$ cat src/rtl/lmc_consts.svh
`ifndef LMC_CONSTS_SVH
`define LMC_CONSTS_SVH

// Transceiver mode field codes
`define LMC_MODE_OFF 2'h0
`define LMC_MODE_WAKE 2'h1
`define LMC_MODE_RXONLY 2'h2
`define LMC_MODE_NORMAL 2'h3

// System mode codes
`define LMC_SYS_NORMAL 3'h0
`define LMC_SYS_STOP 3'h1
`define LMC_SYS_SLEEP 3'h2
`define LMC_SYS_RESTART 3'h3
`define LMC_SYS_FAILSAFE 3'h4

// Slope codes driven to the analog stage
`define LMC_SLOPE_NORMAL 2'h0
`define LMC_SLOPE_LOW 2'h1
`define LMC_SLOPE_FLASH 2'h2

// Timing in microseconds and the clock rate in MHz
`define LMC_CLK_MHZ 20
`define LMC_EN_TIME_US 10
`define LMC_WAKE_FILT_US 150
`define LMC_TXD_TO_US 2000
`define LMC_BUS_TO_US 2000

// Cycle counts: each time in microseconds times the clock rate in MHz
`define LMC_EN_CYC (`LMC_EN_TIME_US * `LMC_CLK_MHZ)
`define LMC_WAKE_CYC (`LMC_WAKE_FILT_US * `LMC_CLK_MHZ)
`define LMC_TXD_TO_CYC (`LMC_TXD_TO_US * `LMC_CLK_MHZ)
`define LMC_BUS_TO_CYC (`LMC_BUS_TO_US * `LMC_CLK_MHZ)

`define LMC_CNT_W 16

`endif

$ cat src/rtl/lmc_pkg.sv
package lmc_pkg;

    typedef enum logic [1:0] {
        LMC_OFF = 2'h0,
        LMC_WAKE = 2'h1,
        LMC_RXONLY = 2'h2,
        LMC_NORMAL = 2'h3
    } lmc_mode_t;

    typedef enum logic [2:0] {
        LMC_SYS_NRM = 3'h0,
        LMC_SYS_STP = 3'h1,
        LMC_SYS_SLP = 3'h2,
        LMC_SYS_RST = 3'h3,
        LMC_SYS_FS = 3'h4
    } lmc_sys_t;

    // Events toward the system controller
    typedef struct packed {
        logic irq;
        logic to_restart;
        logic wdog_enable;
    } lmc_sys_req_t;

    // Serial write of the transceiver control fields
    typedef struct packed {
        logic wr;
        logic [1:0] mode;
        logic low_slope;
        logic flash;
    } lmc_cfg_t;

endpackage

$ cat src/rtl/lmc_mode_ctrl.sv
`timescale 1ns/100ps
`default_nettype none
`include "lmc_consts.svh"

// Functional notes
// - Mode field written over serial port selects off, normal, receive-only or wake.
// - After reset mode is off, all transmit and receive halted.
// - Off mode ignores bus wake and never signals it.
// - Normal mode accepted only in system normal or stop mode.
// - After enable time only a fresh dominant edge is transmitted.
// - Receive-only disables driver, keeps receive; only in system normal or stop.
// - Wake mode allowed in stop, sleep, restart, normal; forced in fail-safe.
// - Bus dominant beyond wake filter pulls receive low until mode change.
// - Mode field keeps reading wake code after a wake.
// - Leaving wake mode and returning rearms wake detection.
// - System entering stop, sleep or fail-safe rearms wake detection.
// - Wake in stop or normal raises interrupt, status flag, receive low.
// - Wake in stop with option set re-enables the watchdog.
// - Wake in sleep requests restart then normal, no interrupt.
// - Long transmit dominant disables driver, sets fault, recovers when released.
// - Long bus dominant in any mode sets the fault flag.
// - Bus supply under-voltage disables driver and receiver, mode kept.
// - Default slope normal; low-slope bit selects slower slope only.
// - Low-slope takes effect on select release; changeable in system normal only.
// - Flash bit in system normal disables slope control on select release.
module lmc_mode_ctrl
    import lmc_pkg::*;
(
    input wire logic core_clk,
    input wire logic resetn,
    input wire lmc_cfg_t cfg_in,
    input wire logic serial_select_n,
    input wire logic [2:0] sys_mode,
    input wire logic watchdog_on_bus_wake,
    input wire logic watchdog_disabled,
    input wire logic lin_transmit_input,
    input wire logic bus_rx_level,
    input wire logic bus_supply_under_v,
    input wire logic fault_clear,
    input wire logic wake_status_clear,
    output logic [1:0] lin_mode_field,
    output logic bus_drive_dominant,
    output logic driver_enable,
    output logic receiver_enable,
    output logic rx_out,
    output logic [1:0] slope_sel,
    output logic lin_fault_flag,
    output logic wake_status_first,
    output lmc_sys_req_t sys_req
);

    // Pin synchronisers; first stage read only by the second
    // Reset to the idle pin levels so no false edge follows reset
    logic [3:0] pin_s1_q;
    logic [3:0] pin_s2_q;
    always_ff @(posedge core_clk) begin
        if (!resetn) begin
            pin_s1_q <= 4'he;
            pin_s2_q <= 4'he;
        end else begin
            pin_s1_q <= {lin_transmit_input, bus_rx_level, serial_select_n,
                         bus_supply_under_v};
            pin_s2_q <= pin_s1_q;
        end
    end

    wire txd_s = pin_s2_q[3];
    wire bus_s = pin_s2_q[2];
    wire csn_s = pin_s2_q[1];
    wire uv_s = pin_s2_q[0];

    // Control state
    logic [1:0] mode_q;
    logic [2:0] sys_q;
    logic csn_q;
    logic txd_q;
    logic wake_armed_q;
    logic woken_q;
    logic enabled_q;
    logic tx_gate_q;
    logic txd_to_q;
    logic ls_pend_q;
    logic fl_pend_q;
    logic [`LMC_CNT_W-1:0] en_cnt_q;
    logic [`LMC_CNT_W-1:0] wk_cnt_q;
    logic [`LMC_CNT_W-1:0] tx_cnt_q;
    logic [`LMC_CNT_W-1:0] bs_cnt_q;

    // System mode decoding
    function automatic logic sys_is(input logic [2:0] s, input logic [2:0] code);
        sys_is = (s == code);
    endfunction

    wire sys_nrm = sys_is(sys_mode, `LMC_SYS_NORMAL);
    wire sys_stp = sys_is(sys_mode, `LMC_SYS_STOP);
    wire sys_slp = sys_is(sys_mode, `LMC_SYS_SLEEP);
    wire sys_rst = sys_is(sys_mode, `LMC_SYS_RESTART);
    wire sys_fs = sys_is(sys_mode, `LMC_SYS_FAILSAFE);
    wire sys_chg = (sys_mode != sys_q);

    // Mode request legality per system mode
    wire req_ok = (cfg_in.mode == `LMC_MODE_OFF) ? 1'b1 :
        (cfg_in.mode == `LMC_MODE_NORMAL) ? (sys_nrm | sys_stp) :
        (cfg_in.mode == `LMC_MODE_RXONLY) ? (sys_nrm | sys_stp) :
        (sys_stp | sys_slp | sys_rst | sys_nrm);
    wire wr_mode = cfg_in.wr & req_ok & ~sys_fs;
    wire [1:0] mode_d = sys_fs ? `LMC_MODE_WAKE :
        (wr_mode ? cfg_in.mode : mode_q);
    wire mode_chg = (mode_d != mode_q);

    wire in_wake = (mode_q == `LMC_MODE_WAKE);
    wire in_norm = (mode_q == `LMC_MODE_NORMAL);
    wire in_rxo = (mode_q == `LMC_MODE_RXONLY);

    // Rearm on mode toggle or entry to a low-power system mode
    wire rearm = mode_chg |
        (sys_chg & (sys_stp | sys_slp | sys_fs));

    // Wake filter: counts bus dominant in wake mode, armed or not; hits only when armed
    wire wake_hit = in_wake & wake_armed_q & ~bus_s & ~uv_s &
        (wk_cnt_q == `LMC_CNT_W'(`LMC_WAKE_CYC));

    // Terminal counts and edges
    wire en_done = (en_cnt_q == `LMC_CNT_W'(`LMC_EN_CYC));
    wire txd_fall = txd_q & ~txd_s;
    wire tx_hit = ~txd_s & (tx_cnt_q == `LMC_CNT_W'(`LMC_TXD_TO_CYC));
    wire bus_hit = ~bus_s & (bs_cnt_q == `LMC_CNT_W'(`LMC_BUS_TO_CYC));

    // Driver path: gate opens on first fresh dominant after enable
    wire drv_allow = in_norm & enabled_q & ~uv_s & ~txd_to_q;
    wire csn_rise = ~csn_q & csn_s;

    // Mode and tracking registers
    always_ff @(posedge core_clk) begin
        if (!resetn) begin
            mode_q <= `LMC_MODE_OFF;
            sys_q <= `LMC_SYS_NORMAL;
            csn_q <= 1'b1;
            txd_q <= 1'b1;
        end else begin
            mode_q <= mode_d;
            sys_q <= sys_mode;
            csn_q <= csn_s;
            txd_q <= txd_s;
        end
    end

    // Wake arming and wake latch
    always_ff @(posedge core_clk) begin
        if (!resetn) begin
            wake_armed_q <= 1'b1;
            woken_q <= 1'b0;
        end else if (rearm) begin
            wake_armed_q <= 1'b1;
            // A system rearm keeps receive low; only a mode change releases it
            woken_q <= woken_q & ~mode_chg;
        end else if (wake_hit) begin
            wake_armed_q <= 1'b0;
            woken_q <= 1'b1;
        end
    end

    // Wake filter counter, restarts on any recessive
    always_ff @(posedge core_clk) begin
        if (!resetn || bus_s || !in_wake || rearm)
            wk_cnt_q <= '0;
        else if (!wake_hit)
            wk_cnt_q <= wk_cnt_q + 1'b1;
    end

    // Enable time counter from entry to normal mode
    always_ff @(posedge core_clk) begin
        if (!resetn || !in_norm || mode_chg) begin
            en_cnt_q <= '0;
            enabled_q <= 1'b0;
        end else if (!en_done) begin
            en_cnt_q <= en_cnt_q + 1'b1;
        end else begin
            enabled_q <= 1'b1;
        end
    end

    // Only a dominant that starts after enable is forwarded
    always_ff @(posedge core_clk) begin
        if (!resetn || !enabled_q)
            tx_gate_q <= 1'b0;
        else if (txd_fall)
            tx_gate_q <= 1'b1;
    end

    // Transmit dominant timeout, released when input goes recessive
    always_ff @(posedge core_clk) begin
        if (!resetn || txd_s) begin
            tx_cnt_q <= '0;
            txd_to_q <= 1'b0;
        end else if (tx_hit) begin
            txd_to_q <= 1'b1;
        end else begin
            tx_cnt_q <= tx_cnt_q + 1'b1;
        end
    end

    // Bus clamp counter, any transceiver mode
    always_ff @(posedge core_clk) begin
        if (!resetn || bus_s)
            bs_cnt_q <= '0;
        else if (!bus_hit)
            bs_cnt_q <= bs_cnt_q + 1'b1;
    end

    // Slope choices wait for the select release
    always_ff @(posedge core_clk) begin
        if (!resetn) begin
            ls_pend_q <= 1'b0;
            fl_pend_q <= 1'b0;
        end else if (cfg_in.wr && sys_nrm) begin
            ls_pend_q <= cfg_in.low_slope;
            fl_pend_q <= cfg_in.flash;
        end
    end

    // Receive passes the bus only in the listening modes
    wire rx_pass = (in_norm | in_rxo) & ~uv_s;
    // A woken transceiver holds receive low until the mode moves on
    wire rx_d = (in_wake & (woken_q | wake_hit)) ? 1'b0 :
        (rx_pass ? bus_s : 1'b1);
    // Flash overrides low slope
    wire [1:0] slope_d = fl_pend_q ? `LMC_SLOPE_FLASH :
        (ls_pend_q ? `LMC_SLOPE_LOW : `LMC_SLOPE_NORMAL);
    wire fault_set = tx_hit | bus_hit;

    // Mode readback
    always_ff @(posedge core_clk) begin
        if (!resetn)
            lin_mode_field <= `LMC_MODE_OFF;
        else
            lin_mode_field <= mode_d;
    end

    // Driver stage
    always_ff @(posedge core_clk) begin
        if (!resetn) begin
            driver_enable <= 1'b0;
            bus_drive_dominant <= 1'b0;
        end else begin
            driver_enable <= drv_allow;
            bus_drive_dominant <= drv_allow & tx_gate_q & ~txd_s;
        end
    end

    // Receiver stage and receive output
    always_ff @(posedge core_clk) begin
        if (!resetn) begin
            receiver_enable <= 1'b0;
            rx_out <= 1'b1;
        end else begin
            receiver_enable <= rx_pass;
            rx_out <= rx_d;
        end
    end

    // Slope moves only on the select release, never inside a frame
    always_ff @(posedge core_clk) begin
        if (!resetn)
            slope_sel <= `LMC_SLOPE_NORMAL;
        else if (csn_rise)
            slope_sel <= slope_d;
    end

    // Sticky fault; a new timeout wins over a clear in the same cycle
    always_ff @(posedge core_clk) begin
        if (!resetn)
            lin_fault_flag <= 1'b0;
        else if (fault_set)
            lin_fault_flag <= 1'b1;
        else if (fault_clear)
            lin_fault_flag <= 1'b0;
    end

    // Sticky wake status, same set-over-clear priority
    always_ff @(posedge core_clk) begin
        if (!resetn)
            wake_status_first <= 1'b0;
        else if (wake_hit)
            wake_status_first <= 1'b1;
        else if (wake_status_clear)
            wake_status_first <= 1'b0;
    end

    // One-cycle requests toward the system controller
    always_ff @(posedge core_clk) begin
        if (!resetn)
            sys_req <= '0;
        else begin
            sys_req.irq <= wake_hit & (sys_stp | sys_nrm);
            sys_req.to_restart <= wake_hit & (sys_slp | sys_fs);
            sys_req.wdog_enable <= wake_hit & sys_stp &
                watchdog_on_bus_wake & watchdog_disabled;
        end
    end

endmodule // lmc_mode_ctrl

`default_nettype wire

$ cat config.mk
export PLATFORM = sky130hd
export DESIGN_NAME = lmc_mode_ctrl
export DESIGN_NICKNAME = d
export VERILOG_FILES = /design/src/rtl/lmc_pkg.sv /design/src/rtl/lmc_mode_ctrl.sv
export VERILOG_INCLUDE_DIRS = /design/src /design/src/rtl
export SDC_FILE = /design/constraint.sdc
export NUM_CORES = 1
export LEC_CHECK = 0
export BUFFER_PORTS_ARGS = -buffer_cell sky130_fd_sc_hd__buf_2
export CELL_PAD_IN_SITES_DETAIL_PLACEMENT = 0
export CELL_PAD_IN_SITES_GLOBAL_PLACEMENT = 2
export CORE_MARGIN = 5
export CORE_UTILIZATION = 34
export CTS_CLUSTER_SIZE = 10
export DETAILED_ROUTE_END_ITERATION = 16
export GPL_ROUTABILITY_DRIVEN = 0
export PLACE_DENSITY_LB_ADDON = 0.1
export SETUP_SLACK_MARGIN = 0.1
export SLEW_MARGIN = 20
export SYNTH_ARGS = -nofsm -noshare
export SYNTH_HDL_FRONTEND = slang
export SYNTH_SLANG_ARGS = --single-unit
$ cat constraint.sdc
create_clock -name core_clk -period 2.37 [get_ports core_clk]
set_input_delay 0.237 -clock core_clk [delete_from_list [all_inputs] [get_ports core_clk]]
set_output_delay 0.237 -clock core_clk [all_outputs]
set_load 0.02 [all_outputs]
Word level (Yosys, flattened, before mapping)
Cells that the tools add are included.

word-level totals
  flip-flop bits (word level) = 97
  input port bits = 18

operators by class
  reduce and logical (&&, ||, !) cells = 18
  equal/unequal tests = 15
  $add $sub $neg = 4
  multiplexer cells = 15
  bitwise operators = 42

operator list
  kind                                                                     count
  16-bit by 1-bit adder with 16-bit output, second input constant          4
  16-bit equality test, second input constant                              2
  1-bit AND                                                                24
  16-bit by 12-bit equality test with 1-bit output, second input constant  1
  16-bit by 8-bit equality test with 1-bit output, second input constant   1
  1-bit 2-to-1 mux                                                         12
  1-bit OR                                                                 10
  2-bit equality test, second input constant                               4
  1-bit NOT                                                                8
  1-bit logical OR                                                         7
  3-bit by 2-bit equality test with 1-bit output, second input constant    2
  2-bit 2-to-1 mux                                                         3
  2-bit nonzero test                                                       3
  1-bit logical NOT                                                        4
  3-bit by 1-bit equality test with 1-bit output, second input constant    1
  3-bit equality test, second input constant                               1
  3-bit logical NOT                                                        1
  3-bit != test                                                            1
  2-bit by 1-bit equality test with 1-bit output, second input constant    1
  2-bit logical NOT                                                        1
  2-bit != test                                                            1
  2-bit OR reduction                                                       1
  1-bit logical AND                                                        1

Longest topological paths before layout
  depth in word-level cells = 15
  mapped depth = 7
  mapped depth without buffers = 7

Worst setup path before layout
OpenSTA, ideal clock, no wires.

  path type = register to register
  from = register, netlist name lin_mode_field[0]
  to = register wk_cnt_q[10]
  stages on the path, launching flop included = 7
  required time = 2.306 ns
  clock period less this slack = 1.652 ns
  arrival = 1.588 ns
  slack = 0.718 ns
  library setup time = 0.064 ns
  cells stage by stage = dfxtp_1 clkbuf_1 nand2_1 a311oi_1 nand4_2 buf_2 nor2_1

RTL lines
  what                  RTL line              text
  to (signal assigned)  lmc_mode_ctrl.sv:168  wk_cnt_q <= wk_cnt_q + 1'b1;
  to (decl)             lmc_mode_ctrl.sv:85   logic [`LMC_CNT_W-1:0] wk_cnt_q;

Worst setup path after layout
  from = register wk_cnt_q[0]
  to = register sys_req[0] (netlist name)

between the ends
  longest elaborated chain between the ends = 5

RTL lines
  what                                              RTL line              text
  16-bit by 12-bit equality test with 1-bit output  lmc_mode_ctrl.sv:121  (wk_cnt_q == `LMC_CNT_W'(`LMC_WAKE_CYC));
  1-bit AND                                         lmc_mode_ctrl.sv:120  wire wake_hit = in_wake & wake_armed_q & ~bus_s & ~uv_s &
  1-bit AND (2 in a row)                            lmc_mode_ctrl.sv:297  sys_req.wdog_enable <= wake_hit & sys_stp &
  1-bit AND                                         lmc_mode_ctrl.sv:298  watchdog_on_bus_wake & watchdog_disabled;
  to (decl)                                         lmc_mode_ctrl.sv:49   output lmc_sys_req_t sys_req

Every way passes these cells.
A chain may end at the register's enable or synchronous reset.

==> impl_metrics.py <==
metrics = {
    "clock_network": {
        "clk_latency_ps": 340,
        "cts.repair.resized": 0,
        "post_cts_buffers": 0,
        "clock-sinks": 97,
        "cts_buffer_depth": 2,
        "cts_tree": "built",
        "ctsHoldBuffers": 0,
        "cts_root_buffer": "clkbuf_16",
        "clkTransAtPathRegs_ps": 60,
        "cts_made_buffers": 9,
        "cts_max_level": 3,
    },
    "cells_and_area": {
        "syn_to_final_growth_pct": 15.2,
        "final_cell_mix": "dfxtp_1, nor2_1, xor2_1",
        "layout-drive-gt1-share": 0.122,
        "layout_commonest_cell": "dfxtp_1",
        "nets": 523,
        "diodes": 0,
        "stdcell_count": 670,
    },
    "placed_design": {
        "dp.cells": 654,
        "hpwl_microns": 6380,
        "io_buffers": 30,
    },
    "sta": {
        "rsz0062_at_grt": "no",
        "hold_viol_final": 0,
        "maxSlewHeadroom": 0.575,
        "period_share": 0.808,
        "finalSetupViolCount": 0,
        "drv_slew": 0,
        "min_period_ps": 1910,
        "fmax_mhz": 522,
        "fin_setup_tns_ps": 0,
        "worstMarginPinSlew_ps": 633,
        "fin_skew_ps": 8.69,
    },
    "route": {
        "vias": 3215,
        "via_per_inst": 4.80,
        "drtIter0Drc": 150,
        "totalWireLength_microns": 8890,
        "detail_route.first_pass.iterations": 5,
        "drc": 0,
        "wire_per_inst_microns": 13.3,
        "antenna_left": 0,
    },
    "grt": {
        "busiest_layer": "met1",
        "grt_first_pass_wirelength_microns": 15100,
        "grt_max_degree": 20,
        "track_usage": 0.128,
        "grt_use_met1": 0.185,
        "grt_pass1_vias": 3049,
        "antenna_found_initial": 0,
        "gr-usage-met2": 0.183,
        "met3_usage": 0.0256,
        "grt_overflow": 0,
    },
    "setup_path": {
        "crit_fanout": 8,
        "path_cells": "inv_1 > ha_1 > nor4b_4 > nand3_2 > nor4_4 > nand2_2 > nor4_2",
        "start_kind": "flop",
        "cpMaxStageDelayCell": "nor4_4",
        "cp-end-kind": "flop",
        "path_class": "flop to flop",
        "slowest_delay_ps": 560,
        "crit_arrival_ps": 2170,
        "crit_required_ps": 2620,
    },
    "yosys": {
        "ys_seq_area_frac": 0.463,
        "synth_warnings": 0,
        "synth_edf_count": 0,
        "mappedNetlistArea_sq_um": 4190,
        "synth_top_family_by_area": "simple AND/OR/NAND/NOR gates",
        "yosys.area_share.simple": 0.307,
        "synth_xor_area_frac": 0.117,
        "synth_fa_ha_area_frac": 0.0239,
        "synth-main-ff-cell": "dfxtp_1",
        "netlist_instances": 465,
        "synth.ff_latch_count": 97,
        "synth_nets": 491,
        "yosysUniqueCellTypes": 51,
        "synthArstFlopShare": 0,
        "synth_compound_area_frac": 0.0489,
        "postSynthAreaPerCell_sq_um": 9.02,
        "synth_mux_area_frac": 0.00955,
    },
    "die": {
        "chipWidth_microns": 121,
        "die_h_microns": 121,
        "die_area_sq_um": 14700,
        "initial_utilization": 0.348,
        "rows": 40,
        "num_io_pins": 31,
        "core_sq_um": 12100,
    },
    "flow_run": {
        "cap_violations": 0,
    },
    "power_and_ir_drop": {
        "power_density_nw_per_um2": 671,
        "vdd_ir_drop_max_v": 0.000259,
        "p_leak_nw": 1.66,
    },
    "min_path": {
        "min_path_type": "input port to flop",
    },
    "status": {
        "status": "complete, no violations",
    },
}
cell usage after synthesis, drive strengths merged, types with 9 or more instances:
| library cell | n | area [sq um] |
|---|---|---|
| nand3 | 18 | 95.1 |
| and2 | 9 | 56.3 |
| xnor2 | 24 | 210 |
| nand4 | 22 | 150 |
| a21oi | 17 | 85.1 |
| nand2 | 31 | 119 |
| nor2 | 78 | 295 |
| nand2b | 12 | 75.1 |
| dfxtp | 97 | 1940 |
| inv | 19 | 71.3 |
| xor2 | 32 | 280 |
| nor3 | 17 | 85.1 |
per-layer routing:
metal  vias up  wire, microns
met5         -              0
met4         0            163
li1       1650              -
met1      1493           4720
met2        60           3640
met3        12            362
flip-flops by register name (all words and copies together), names as in the netlist, 2 cells and up:
signal and cells:
en_cnt_q 16, pin_s2_q 4, tx_cnt_q 16, lin_mode_field 2, sys_req 3, wk_cnt_q 16
pin_s1_q 4, sys_q 3, slope_sel 2, bs_cnt_q 16
worst max-delay path: cells and delay by family (launching register included):
family | cells | cell delay, ps
fa+ha+maj | 1 | 150
simple gates | 5 | 1240
buf+inv | 1 | 100
flops | 1 | 340
power by group:
part	leakage [nW]	internal, mW	switching (mW)	total (mW)
registers	0.785	1.64	0.0121	1.66
clock network	0.155	0.872	0.613	1.49
logic	0.722	0.0404	0.0600	0.100
total	1.66	2.56	0.685	3.24
through the flow:
stage | power (mW) | instance area (sq um) | hold WS, ps | utilization | setup slack [ps]
detailed placement | 1.79 | 4530 | 391 | 0.375 | 460
CTS | 3.31 | 4830 | 63.9 | 0.401 | 438
finish | 3.24 | 4830 | 78.6 | 0.401 | 455
global route | 3.38 | 4830 | 76.2 | 0.401 | 254
global placement | 1.79 | 4530 | 392 | 0.375 | 510
floorplan | 1.75 | 4190 | 314 | - | 718
area by class of cell:
| type | instances | area [sq um] |
|---|---|---|
| timing repair buffer | 34 | 180 |
| sequential | 97 | 1940 |
| clock inverter | 5 | 53.8 |
| fill | 1247 | 7230 |
| inverter | 19 | 71.3 |
| clock buffer | 11 | 253 |
| tap | 168 | 210 |
| multi-input combinational | 336 | 2120 |
kinds of logic (layout without fill, tap and decap cells):
| family | count (synthesis) | in the layout |
|---|---|---|
| xor+xnor | 56 | 56 |
| fa+ha+maj | 8 | 8 |
| flops | 97 | 97 |
| simple gates | 233 | 233 |
| buf+inv | 32 | 69 |
| mux | 4 | 4 |
| compound gates | 35 | 35 |
path summary, 6_finish.rpt:
path                             from                      to  slack, ps  depth (start not counted)
min reg2reg    pin_s1_q[2]$_SDFF_PN1_  pin_s2_q[2]$_SDFF_PN1_        410                          1
max reg2reg  wk_cnt_q[0]$_SDFFE_PP0N_   sys_req[0]$_SDFF_PN0_        460                          7
max          wk_cnt_q[0]$_SDFFE_PP0N_   sys_req[0]$_SDFF_PN0_        460                          7
min                   serial_select_n  pin_s1_q[1]$_SDFF_PN1_         80                          2
(Power assumes the default switching activity.)
